$ cat config.mk
export PLATFORM = sky130hd
export DESIGN_NAME = ert_ram_tile
export DESIGN_NICKNAME = d
export VERILOG_FILES = /design/src/core/ert_pkg.sv /design/src/core/ert_ram_tile.sv
export SDC_FILE = /design/constraint.sdc
export NUM_CORES = 1
export LEC_CHECK = 0
export BUFFER_PORTS_ARGS = -buffer_cell sky130_fd_sc_hd__clkbuf_2
export CORE_AREA = 2 2 296 298
export CTS_CLUSTER_SIZE = 8
export DETAILED_ROUTE_END_ITERATION = 10
export DIE_AREA = 0 0 298 300
export PLACE_DENSITY = 0.71
export SLEW_MARGIN = 0
export SYNTH_ARGS = -nofsm -noshare
export SYNTH_HDL_FRONTEND = slang
export SYNTH_SLANG_ARGS = --single-unit
$ cat constraint.sdc
create_clock -name mclk -period 4.6 [get_ports mclk]
set_input_delay 0.46 -clock mclk [delete_from_list [all_inputs] [get_ports mclk]]
set_output_delay 0.46 -clock mclk [all_outputs]
set_load 0.005 [all_outputs]
$ cat src/core/ert_pkg.sv
// Constants, enumerations and carrier types for the embedded RAM tiles
package ert_pkg;

   // =====================================================================
   // Tile kinds and operating modes
   typedef enum logic [0:0] {
      ERT_SMALL = 1'h0,
      ERT_MEDIUM = 1'h1
   } ert_tile_e;

   typedef enum logic [2:0] {
      ERT_SDP = 3'h0,
      ERT_SP = 3'h1,
      ERT_TDP = 3'h2,
      ERT_ROM = 3'h3,
      ERT_FIFO = 3'h4,
      ERT_SHIFT = 3'h5
   } ert_mode_e;

   // =====================================================================
   // Geometry
   localparam int ERT_SMALL_BITS = 576;
   localparam int ERT_MEDIUM_BITS = 4608;
   localparam int ERT_SMALL_WIDTH = 18;
   localparam int ERT_MEDIUM_WIDTH = 36;
   localparam int ERT_LANE_BITS = 9;     // Eight data bits plus one parity bit
   localparam int ERT_MAX_W = 36;
   localparam int ERT_MAX_LANES = 4;
   localparam int ERT_PORT_AW = 8;       // Word address plus half select
   localparam int ERT_LOAD_AW = 7;

   // =====================================================================
   // Carriers
   typedef struct packed {
      ert_mode_e mode;
      logic narrow;       // Half-width words, address bit 0 picks the half
      logic bypass;       // Output register loads every mclk, ignoring its clock enable
      logic a_in_sel;     // Clock select: 0 picks tile clock 0, 1 picks clock 1
      logic a_out_sel;
      logic b_in_sel;
      logic b_out_sel;
   } ert_cfg_s;

   typedef struct packed {
      logic clken;
      logic we;
      logic rd;
      logic clr_in;
      logic clr_out;
      logic [ERT_PORT_AW-1:0] addr;
      logic [ERT_MAX_W-1:0] din;
      logic [ERT_MAX_LANES-1:0] be;
   } ert_port_s;

   typedef struct packed {
      logic valid;
      logic [ERT_LOAD_AW-1:0] addr;
      logic [ERT_MAX_W-1:0] data;
   } ert_load_s;

endpackage : ert_pkg

$ cat src/core/ert_ram_tile.sv
// Embedded RAM tile, small or medium geometry chosen by parameter
`timescale 1ns/1ps
module ert_ram_tile
   import ert_pkg::*;
#(
   parameter ert_tile_e TILE = ERT_SMALL
) (
   input logic mclk,
   input logic rst_n,
   input logic tclk0_en,
   input logic tclk1_en,
   input ert_cfg_s cfg,
   input ert_port_s port_a,
   input ert_port_s port_b,
   input ert_load_s load,
   output logic [ERT_MAX_W-1:0] dout_a,
   output logic [ERT_MAX_W-1:0] dout_b,
   output logic fifo_full,
   output logic fifo_empty
);

   // =====================================================================
   // Geometry
   localparam bit IS_SMALL = (TILE == ERT_SMALL);
   localparam int W = IS_SMALL ? ERT_SMALL_WIDTH : ERT_MEDIUM_WIDTH;
   localparam int BITS = IS_SMALL ? ERT_SMALL_BITS : ERT_MEDIUM_BITS;
   localparam int DEPTH = BITS / W;
   localparam int AW = $clog2(DEPTH);
   localparam int LANES = W / ERT_LANE_BITS;
   localparam int HL = LANES / 2;
   localparam int HW = W / 2;
   localparam logic [AW:0] DEPTH_C = (AW + 1)'(DEPTH);

   logic [W-1:0] mem [DEPTH];  // No reset: contents power up unknown unless preloaded

   // =====================================================================
   // Helpers
   function automatic logic pick(input logic sel, input logic c0, input logic c1);
      return sel ? c1 : c0;
   endfunction : pick

   function automatic logic [AW-1:0] word_of(input logic [ERT_PORT_AW-1:0] a,
                                             input logic nar);
      return nar ? a[AW:1] : a[AW-1:0];
   endfunction : word_of

   function automatic logic [LANES-1:0] lanes_of(input logic [ERT_MAX_LANES-1:0] be,
                                                 input logic nar, input logic half);
      logic [LANES-1:0] m;
      m = be[LANES-1:0];
      if (nar) begin
         m = half ? {be[HL-1:0], HL'(0)} : {HL'(0), be[HL-1:0]};
      end
      return m;
   endfunction : lanes_of

   function automatic logic [W-1:0] rd_sel(input logic [W-1:0] word, input logic nar,
                                           input logic half);
      return nar ? {HW'(0), (half ? word[W-1:HW] : word[HW-1:0])} : word;
   endfunction : rd_sel

   // =====================================================================
   // Mode decode; small tile folds a true dual-port request to simple dual-port
   ert_mode_e mode;
   logic ptr_mode;
   logic nar;
   logic load_ok;
   assign mode = (IS_SMALL && cfg.mode == ERT_TDP) ? ERT_SDP : cfg.mode;
   assign ptr_mode = (mode == ERT_FIFO) || (mode == ERT_SHIFT);
   assign nar = cfg.narrow && !ptr_mode;  // Pointer modes run full width only
   assign load_ok = !ptr_mode;

   // =====================================================================
   // Register clock enables, each group picks one of the two tile clocks
   logic ce_a_in;
   logic ce_a_out;
   logic ce_b_in;
   logic ce_b_out;
   assign ce_a_in = port_a.clken && pick(cfg.a_in_sel, tclk0_en, tclk1_en);
   assign ce_a_out = port_a.clken && pick(cfg.a_out_sel, tclk0_en, tclk1_en);
   assign ce_b_in = port_b.clken && pick(cfg.b_in_sel, tclk0_en, tclk1_en);
   assign ce_b_out = port_b.clken && pick(cfg.b_out_sel, tclk0_en, tclk1_en);

   // =====================================================================
   // FIFO and shift pointers
   logic [AW-1:0] wptr_ff;
   logic [AW-1:0] rptr_ff;
   logic [AW:0] cnt_ff;
   logic full_ff;
   logic empty_ff;
   logic fifo_push;
   logic fifo_pop;
   logic shift_step;
   logic [AW:0] nxt_cnt;
   assign fifo_push = (mode == ERT_FIFO) && ce_a_in && port_a.we && !port_a.clr_in && !full_ff;
   assign fifo_pop = (mode == ERT_FIFO) && ce_b_in && port_b.rd && !port_b.clr_in && !empty_ff;
   assign shift_step = (mode == ERT_SHIFT) && ce_a_in && port_a.we && !port_a.clr_in;
   assign nxt_cnt = cnt_ff + (AW + 1)'(fifo_push) - (AW + 1)'(fifo_pop);

   // Pointers only move on an accepted push, pop or shift
   always_ff @(posedge mclk) begin
      if (!rst_n) begin
         wptr_ff <= '0;
         rptr_ff <= '0;
         cnt_ff <= '0;
         full_ff <= 1'b0;
         empty_ff <= 1'b1;
      end else begin
         if (fifo_push || shift_step) wptr_ff <= wptr_ff + AW'(1);
         if (fifo_pop) rptr_ff <= rptr_ff + AW'(1);
         cnt_ff <= nxt_cnt;
         full_ff <= (nxt_cnt == DEPTH_C);
         empty_ff <= (nxt_cnt == '0);
      end
   end

   // =====================================================================
   // Write ports; small tile never writes through port B
   logic wr_a;
   logic wr_b;
   logic [AW-1:0] wa;
   logic [AW-1:0] wb;
   logic [LANES-1:0] mask_a;
   logic [LANES-1:0] mask_b;
   logic [W-1:0] wd_a;
   logic [W-1:0] wd_b;
   assign wr_a = fifo_push || shift_step || (ce_a_in && port_a.we && !port_a.clr_in
                 && (mode == ERT_SDP || mode == ERT_SP || mode == ERT_TDP));  // ROM never writes
   assign wr_b = !IS_SMALL && mode == ERT_TDP && ce_b_in && port_b.we
                 && !port_b.clr_in;
   assign wa = ptr_mode ? wptr_ff : word_of(port_a.addr, nar);
   assign wb = word_of(port_b.addr, nar);
   assign mask_a = ptr_mode ? {LANES{1'b1}} : lanes_of(port_a.be, nar, port_a.addr[0]);
   assign mask_b = lanes_of(port_b.be, nar, port_b.addr[0]);
   assign wd_a = nar ? {2{port_a.din[HW-1:0]}} : port_a.din[W-1:0];
   assign wd_b = nar ? {2{port_b.din[HW-1:0]}} : port_b.din[W-1:0];

   // Storage; preload first so a same-cycle port write lands on top.
   // Both ports hitting one word in one cycle leaves port B's lanes.
   always_ff @(posedge mclk) begin
      if (load.valid && load_ok) mem[load.addr[AW-1:0]] <= load.data[W-1:0];
      for (int i = 0; i < LANES; i++) begin
         if (wr_a && mask_a[i]) mem[wa][i*ERT_LANE_BITS +: ERT_LANE_BITS] <=
            wd_a[i*ERT_LANE_BITS +: ERT_LANE_BITS];
         if (wr_b && mask_b[i]) mem[wb][i*ERT_LANE_BITS +: ERT_LANE_BITS] <=
            wd_b[i*ERT_LANE_BITS +: ERT_LANE_BITS];
      end
   end

   // =====================================================================
   // Read address input registers, always in the path
   logic [AW-1:0] word_a_ff;
   logic half_a_ff;
   logic [AW-1:0] word_b_ff;
   logic half_b_ff;
   logic [AW-1:0] nxt_word_b;
   assign nxt_word_b = (mode == ERT_FIFO) ? rptr_ff :
                       (mode == ERT_SHIFT) ? (shift_step ? wptr_ff + AW'(1) : wptr_ff) :
                       word_of(port_b.addr, nar);

   // Clear acts on the next mclk; the data output follows on its own clock, or every mclk with bypass set
   always_ff @(posedge mclk) begin
      if (!rst_n || port_a.clr_in) begin
         word_a_ff <= '0;
         half_a_ff <= 1'b0;
      end else if (ce_a_in) begin
         word_a_ff <= wa;
         half_a_ff <= nar && port_a.addr[0];
      end
   end

   always_ff @(posedge mclk) begin
      if (!rst_n || port_b.clr_in) begin
         word_b_ff <= '0;
         half_b_ff <= 1'b0;
      end else if (ce_b_in && (mode != ERT_FIFO || fifo_pop)) begin
         word_b_ff <= nxt_word_b;
         half_b_ff <= nar && port_b.addr[0];
      end
   end

   // Single-port mode reads port A's address out through port B as well
   logic [W-1:0] rd_a;
   logic [W-1:0] rd_b;
   assign rd_a = rd_sel(mem[word_a_ff], nar, half_a_ff);
   assign rd_b = (mode == ERT_SP) ? rd_a : rd_sel(mem[word_b_ff], nar, half_b_ff);

   // =====================================================================
   // Output registers; bypass follows the array every mclk
   logic [ERT_MAX_W-1:0] dout_a_ff;
   logic [ERT_MAX_W-1:0] dout_b_ff;
   always_ff @(posedge mclk) begin
      if (!rst_n || port_a.clr_out) dout_a_ff <= '0;
      else if (cfg.bypass || ce_a_out) dout_a_ff <= ERT_MAX_W'(rd_a);
   end

   always_ff @(posedge mclk) begin
      if (!rst_n || port_b.clr_out) dout_b_ff <= '0;
      else if (cfg.bypass || ce_b_out) dout_b_ff <= ERT_MAX_W'(rd_b);
   end

   assign dout_a = dout_a_ff;
   assign dout_b = dout_b_ff;
   assign fifo_full = full_ff;
   assign fifo_empty = empty_ff;
endmodule : ert_ram_tile

==> results of run 1 <==
## worst max-delay path: stages (launching register included)
cell and delay [ps]:
sky130_fd_sc_hd__dfxtp_1 580, sky130_fd_sc_hd__nor2b_1 710, sky130_fd_sc_hd__nand2_1 410, sky130_fd_sc_hd__o22ai_1 560
sky130_fd_sc_hd__nor4_1 130, sky130_fd_sc_hd__buf_4 210, sky130_fd_sc_hd__a211oi_1 530, sky130_fd_sc_hd__o211ai_1 150
## registers in the layout (all words and copies together), names as in the netlist, 5 cells and up, named ones only
register / flops
mem: 576
dout_a: 18
dout_b: 18
cnt_ff: 6
rptr_ff: 5
word_a_ff: 5
word_b_ff: 5
wptr_ff: 5
## worst min path at each step
stage                     depth (start not counted)         start        end  slack, ps
final                                             3    port_b[40]  half_b_ff        110
after global routing                              3    port_b[40]  half_b_ff        130
after CTS                                         3    port_b[40]  half_b_ff        100
after detailed placement                          2  word_b_ff[1]       flop        450
after global placement                            2  word_b_ff[1]       flop        440
after floorplan                                   2  word_b_ff[1]       flop        440
## power breakdown
part / internal (W) / leakage (nW) / switching, W / total (W)
combinational: 0.000513 / 6.74 / 0.000762 / 0.00128
sequential: 0.00653 / 5.81 / 0.0000712 / 0.00660
clock: 0.00366 / 1.20 / 0.00252 / 0.00618
## cell families (layout without fill, tap and decap cells)
group | Yosys count | count (layout) | share of synthesized area, %
buf+inv | 293 | 355 | 3.84
xor+xnor | 17 | 17 | 0.386
compound gates | 304 | 304 | 5.11
other cells | 1 | 38 | 0.00973
mux | 966 | 966 | 35.4
flops | 652 | 652 | 48.8
simple gates | 399 | 399 | 6.13
fa+ha+maj | 9 | 9 | 0.312
## area by class of cell
class,count,area (sq um)
antenna,2,5.00
clock inverter,3,55.1
fill,7292,43600
inverter,11,41.3
clock buffer,129,2440
timing repair buffer,212,1420
multi-input combinational,1731,18400
tap,1155,1450
sequential,652,18800
## Yosys cell counts, types with 9 or more instances
| cell | n |
|---|---|
| sky130_fd_sc_hd__nor4_1 | 15 |
| sky130_fd_sc_hd__clkbuf_1 | 153 |
| sky130_fd_sc_hd__a22oi_1 | 31 |
| sky130_fd_sc_hd__o2111ai_1 | 9 |
| sky130_fd_sc_hd__nor2_1 | 44 |
| sky130_fd_sc_hd__buf_1 | 14 |
| sky130_fd_sc_hd__a211oi_1 | 22 |
| sky130_fd_sc_hd__o211ai_1 | 10 |
| sky130_fd_sc_hd__nor2b_1 | 17 |
| sky130_fd_sc_hd__nor2_4 | 22 |
| sky130_fd_sc_hd__mux4_2 | 255 |
| sky130_fd_sc_hd__nand2b_1 | 19 |
| sky130_fd_sc_hd__nand2_1 | 123 |
| sky130_fd_sc_hd__dfxtp_1 | 76 |
| sky130_fd_sc_hd__o21ai_0 | 76 |
| sky130_fd_sc_hd__nand2_2 | 32 |
| sky130_fd_sc_hd__buf_4 | 63 |
| sky130_fd_sc_hd__edfxtp_1 | 576 |
| sky130_fd_sc_hd__buf_2 | 38 |
| sky130_fd_sc_hd__and2_1 | 21 |
| sky130_fd_sc_hd__nand4_1 | 13 |
| sky130_fd_sc_hd__a221oi_1 | 21 |
| sky130_fd_sc_hd__buf_6 | 12 |
| sky130_fd_sc_hd__nand3_1 | 19 |
| sky130_fd_sc_hd__a21oi_1 | 41 |
| sky130_fd_sc_hd__nor3b_1 | 13 |
| sky130_fd_sc_hd__nor2_8 | 10 |
| sky130_fd_sc_hd__xnor2_1 | 10 |
| sky130_fd_sc_hd__mux2i_1 | 108 |
| sky130_fd_sc_hd__o22ai_1 | 70 |
| sky130_fd_sc_hd__mux2_2 | 596 |
| sky130_fd_sc_hd__inv_1 | 11 |
## metrics by stage
stage / hold slack, ps / cells / power, W
3_5_place_dp: 446 / 3761 / 0.00795
6_report: 111 / 3895 / 0.0141
3_3_place_gp: 441 / 3761 / 0.00790
4_1_cts: 97.1 / 3893 / 0.0140
2_1_floorplan: 436 / 2676 / 0.00753
5_1_grt: 134 / 3895 / 0.0144
## routing by layer
metal,vias to the layer above,share of wire (%),global-route usage [%]
met1,13300,36,34.5
met5,-,0.033,0
li1,10600,-,-
met3,376,12,6.59
met4,6,5.5,12.9
met2,1803,47,42.3
==> impl_metrics.tcl, run 1 <==
set metrics [dict create \
    leakagePower_nw 13.8 \
    fin_nets 2871 \
    cts-root-to-sink-buffers 3 \
    vias 26100 \
    drt.antenna.violating_nets 0 \
    worst_r2r_endpoint "dout_b[7]" \
    postCtsSetupBuffers 0 \
    synth_cell_types 71 \
    drc 0 \
    drt_pass1_iterations 5 \
    synth_area_leader_cell "sky130_fd_sc_hd__edfxtp_1" \
    chipWidth_um 298 \
    power.ir.vdd_worst_mv 0.259 \
    placed_area_sq_um 40100 \
    setup.reg_to_reg.worst_slack_ps 1170 \
    rsz0062_at_grt "no" \
    synth_top_cells_by_area "sky130_fd_sc_hd__edfxtp_1 45%, sky130_fd_sc_hd__mux2_2 17%, sky130_fd_sc_hd__mux4_2 15%" \
    worst_ep_arrival_time_ps 3930 \
    timing.clock.skew_ps 28.5 \
    dieArea_sq_um 89400 \
    min_period_ps 3430 \
    clock_tree_from_tritoncts "yes" \
    max_freq_ghz 0.291 \
    slew_of_the_pin_with_the_lowest_slew_margin_ps 1400 \
    antenna_found_initial 6 \
    worstSetupStartpointType "flop" \
    io_buffer_count 114 \
    clockRootBuffer "sky130_fd_sc_hd__clkbuf_16" \
    timing.max_cap.violations 0 \
    io_pins 237 \
    reg2regPathDepth 7 \
    drt_iter0_drc 3536 \
    grt_pass1_vias 26200 \
    worstPathMaxFanout 13 \
    mostFrequentLayoutCells "596 x sky130_fd_sc_hd__mux2_2, 576 x sky130_fd_sc_hd__edfxtp_1, 255 x sky130_fd_sc_hd__mux4_2" \
    finalWeightedCongestion 0.972 \
    finalHoldViolCount 0 \
    grt.overflow.total 0 \
    route.detailed.wl_per_inst_um 31.4 \
    max_slew_margin_pct 6.99 \
    synthFlopType "sky130_fd_sc_hd__edfxtp_1" \
    worst-endpoint-required_ps 5100 \
    cts_max_level 3 \
    final_critical_path_setup_slack_ps 1170 \
    power-per-cell-area_nw_per_um2 330 \
    cts_sinks 652 \
    totalNegativeSetupSlack_ps 0 \
    syn_to_final_growth_pct 10.7 \
    post-route-cell-area_sq_um 42600 \
    postRouteWirelength_um 122000 \
    worstHoldPathType "primary input to flop" \
    yosysWarnings 0 \
    final.period_utilization_pct 74.6 \
    grt_max_degree 71 \
    run_status "completed" \
    critPathCapture "dout_b[7]" \
    share_of_synthesized_flip_flops_with_an_asynchronous_set_or_reset_pct 0 \
    synthDominantCellAreaShare_pct 44.9 \
    via_per_inst 6.70 \
    synth-edff-count 576 \
    post_route_cells_drive_above_1_share_pct 45.8 \
    clk_pin_slew_worst_paths_ps 50 \
    cts-buffers-inserted 91 \
    synthesis.area_per_instance_sq_um 14.6 \
    initial_core_util_pct 44.7 \
    layout_commonest_cell "sky130_fd_sc_hd__mux2_2" \
    pre_cts_ws_ps 958 \
    synthesized_cell_area_sq_um 38500 \
    synthesis.instances 2641 \
    final-setup-viol-count 0 \
    post_cts_hold_buffer_count 0 \
    die_height_um 300 \
    cts-resized-gates 0 \
    grt_util_all_layers_pct 26.7 \
    clk_latency_ps 650 \
    setup.worst_path.end_class "flop" \
    maxSlewViolCount 0 \
    rows 108 \
    postLayoutCoreUtil_pct 49.5 \
    synth_seq_area_share_pct 48.8 \
    core-area_sq_um 86200 \
    postSynthRegisterBits 652 \
    grt_pass1_wl_um 176000 \
    worstSetupPathType "flop to flop" \
    dpl.hpwl_um 82000 \
]
Note: power is estimated with default switching activity, not from simulation.
==> inputs of run 2 (changes only) <==
==> constraint.sdc (replaced) <==
create_clock -name mclk -period 3.3 [get_ports mclk]
set_input_delay 0.33 -clock mclk [delete_from_list [all_inputs] [get_ports mclk]]
set_output_delay 0.33 -clock mclk [all_outputs]
set_load 0.005 [all_outputs]
==> impl_metrics.tcl, run 2 (synthesis gave the netlist of run 1 again) <==
set metrics [dict create \
    finalHoldViolCount 0 \
    largest-register "mem" \
    io_buffer_count 114 \
    setup.worst_path.end_class "flop" \
    power.ir.vdd_worst_mv 0.580 \
    p_sw_share_pct 23.6 \
    number_of_cells_on_the_worst_hold_path 3 \
    grt_pass1_wl_um 178000 \
    cts-buffers-inserted 91 \
    leakagePower_nw 14.1 \
    max_freq_ghz 0.314 \
    rsz0062_at_grt "no" \
    cts_sinks 652 \
    postCtsSetupBuffers 0 \
    worstSetupStartpointType "flop" \
    final-setup-viol-count 0 \
    cts-root-to-sink-buffers 3 \
    power-per-cell-area_nw_per_um2 456 \
    fin_nets 2932 \
    vias 26400 \
    reg2regPathDepth 7 \
    finalNonFillerCells 3958 \
    die_height_um 300 \
    post_route_cells_drive_above_1_share_pct 46.8 \
    via_per_inst 6.67 \
    io_pins 237 \
    clkPwrFrac_pct 44.1 \
    grt_pass1_vias 26400 \
    grt_max_degree 46 \
    drt_pass1_iterations 6 \
    slew_of_the_pin_with_the_lowest_slew_margin_ps 898 \
    finalWeightedCongestion 1.01 \
    mostFrequentLayoutCells "596 x sky130_fd_sc_hd__mux2_2, 576 x sky130_fd_sc_hd__edfxtp_1, 255 x sky130_fd_sc_hd__mux4_2" \
    power.switching_w 0.00464 \
    rows 108 \
    dp_cells 3821 \
    syn_to_final_growth_pct 12.0 \
    min_period_ps 3180 \
    timing.clock.skew_ps 23.9 \
    clk_latency_ps 660 \
    totalNegativeSetupSlack_ps 0 \
    chipWidth_um 298 \
    initial_core_util_pct 44.7 \
    run_status "completed" \
    maxSlewViolCount 0 \
    clk_pin_slew_worst_paths_ps 50 \
    timing.max_cap.violations 0 \
    route.detailed.wl_per_inst_um 30.8 \
    max_slew_margin_pct 39.9 \
    drc 0 \
    drt_iter0_drc 3863 \
    final.period_utilization_pct 96.5 \
    dieArea_sq_um 89400 \
    share_comb_of_total_power_pct 9.1 \
    core-area_sq_um 86200 \
    grt_util_all_layers_pct 27.0 \
    worstPathMaxFanout 7 \
    worstHoldEndpoint "half_b_ff" \
    worst_ep_arrival_time_ps 3690 \
    drt.antenna.violating_nets 0 \
    layout_commonest_cell "sky130_fd_sc_hd__mux2_2" \
    dpl.hpwl_um 84700 \
    worstSetupPathType "flop to flop" \
    clock_tree_from_tritoncts "yes" \
    postRouteWirelength_um 122000 \
    clockRootBuffer "sky130_fd_sc_hd__clkbuf_16" \
    power.internal_w 0.0150 \
    setup.reg_to_reg.worst_slack_ps 120 \
    largest_register_ffs 576 \
    worstHoldPathType "primary input to flop" \
    hp-start "port_b[49]" \
    cts_max_level 3 \
    antenna_found_initial 6 \
    pwr-share-seq_pct 46.8 \
    worst_r2r_endpoint "dout_b[8]" \
    grt.overflow.total 0 \
    worst-endpoint-required_ps 3800 \
    cts-resized-gates 0 \
]
-- run 2: final cells by class --
class	instances	area, sq um
antenna	4	10.0
clock buffer	130	2520
clock inverter	2	12.5
fill	7244	43000
inverter	11	41.3
multi-input combinational	1731	18400
sequential	652	18800
tap	1155	1450
timing repair buffer	273	1930
-- run 2: power groups by stage --
| stage | sequential, W | combinational [W] | clock [W] |
|---|---|---|---|
| 6_report | 0.00920 | 0.00179 | 0.00868 |
| 5_1_grt | 0.00920 | 0.00188 | 0.00906 |
| 4_1_cts | 0.00920 | 0.00175 | 0.00870 |
| 3_5_place_dp | 0.00936 | 0.00174 | 0 |
| 3_3_place_gp | 0.00935 | 0.00168 | 0 |
| 2_1_floorplan | 0.00931 | 0.00119 | 0 |
-- run 2: what timing repair did --
item                                    in CTS  in global routing
endpoints found under the setup margin       0                  0
endpoints found under the hold margin        1                  0
hold buffers                                 1                  0
-- run 2: worst max-delay path by stage --
stage	to	slack, ps	from	cells past startpoint
after global placement	fifo_full	130	port_a[49]	13
after CTS	dout_b[8]	240	flop	7
after detailed placement	fifo_full	120	port_a[49]	13
after global routing	dout_b[8]	110	flop	7
final	dout_b[8]	120	flop	7
after floorplan	fifo_full	230	cfg[7]	13
-- run 2: metrics by stage --
step	util, %	area [sq um]	setup WS [ps]	power [W]	hold slack [ps]
after CTS	50.1	43200	243	0.0196	66.7
after detailed placement	47.1	40600	120	0.0111	466
after floorplan	-	38700	230	0.0105	436
after global routing	50.1	43200	107	0.0201	127
final	50.1	43200	115	0.0197	92.7
after global placement	47.1	40600	132	0.0110	448
-- run 2: critical path: stages, from the launching register on --
cell                       delay, ps
sky130_fd_sc_hd__dfxtp_1         430
sky130_fd_sc_hd__nor2b_1         590
sky130_fd_sc_hd__nand2_1         410
sky130_fd_sc_hd__o22ai_1         560
sky130_fd_sc_hd__nor4_1          170
sky130_fd_sc_hd__buf_4           230
sky130_fd_sc_hd__a211oi_1        500
sky130_fd_sc_hd__o211ai_1        140
-- run 2: metal layers --
layer	share of wire (%)	routed length [um]	global-route usage (%)	vias up
met5	0.031	38	0	-
met4	4.9	5960	11.6	6
met3	12	14100	6.90	342
met2	46	56300	42.3	1826
met1	37	45500	35.7	13500
li1	-	-	-	10700
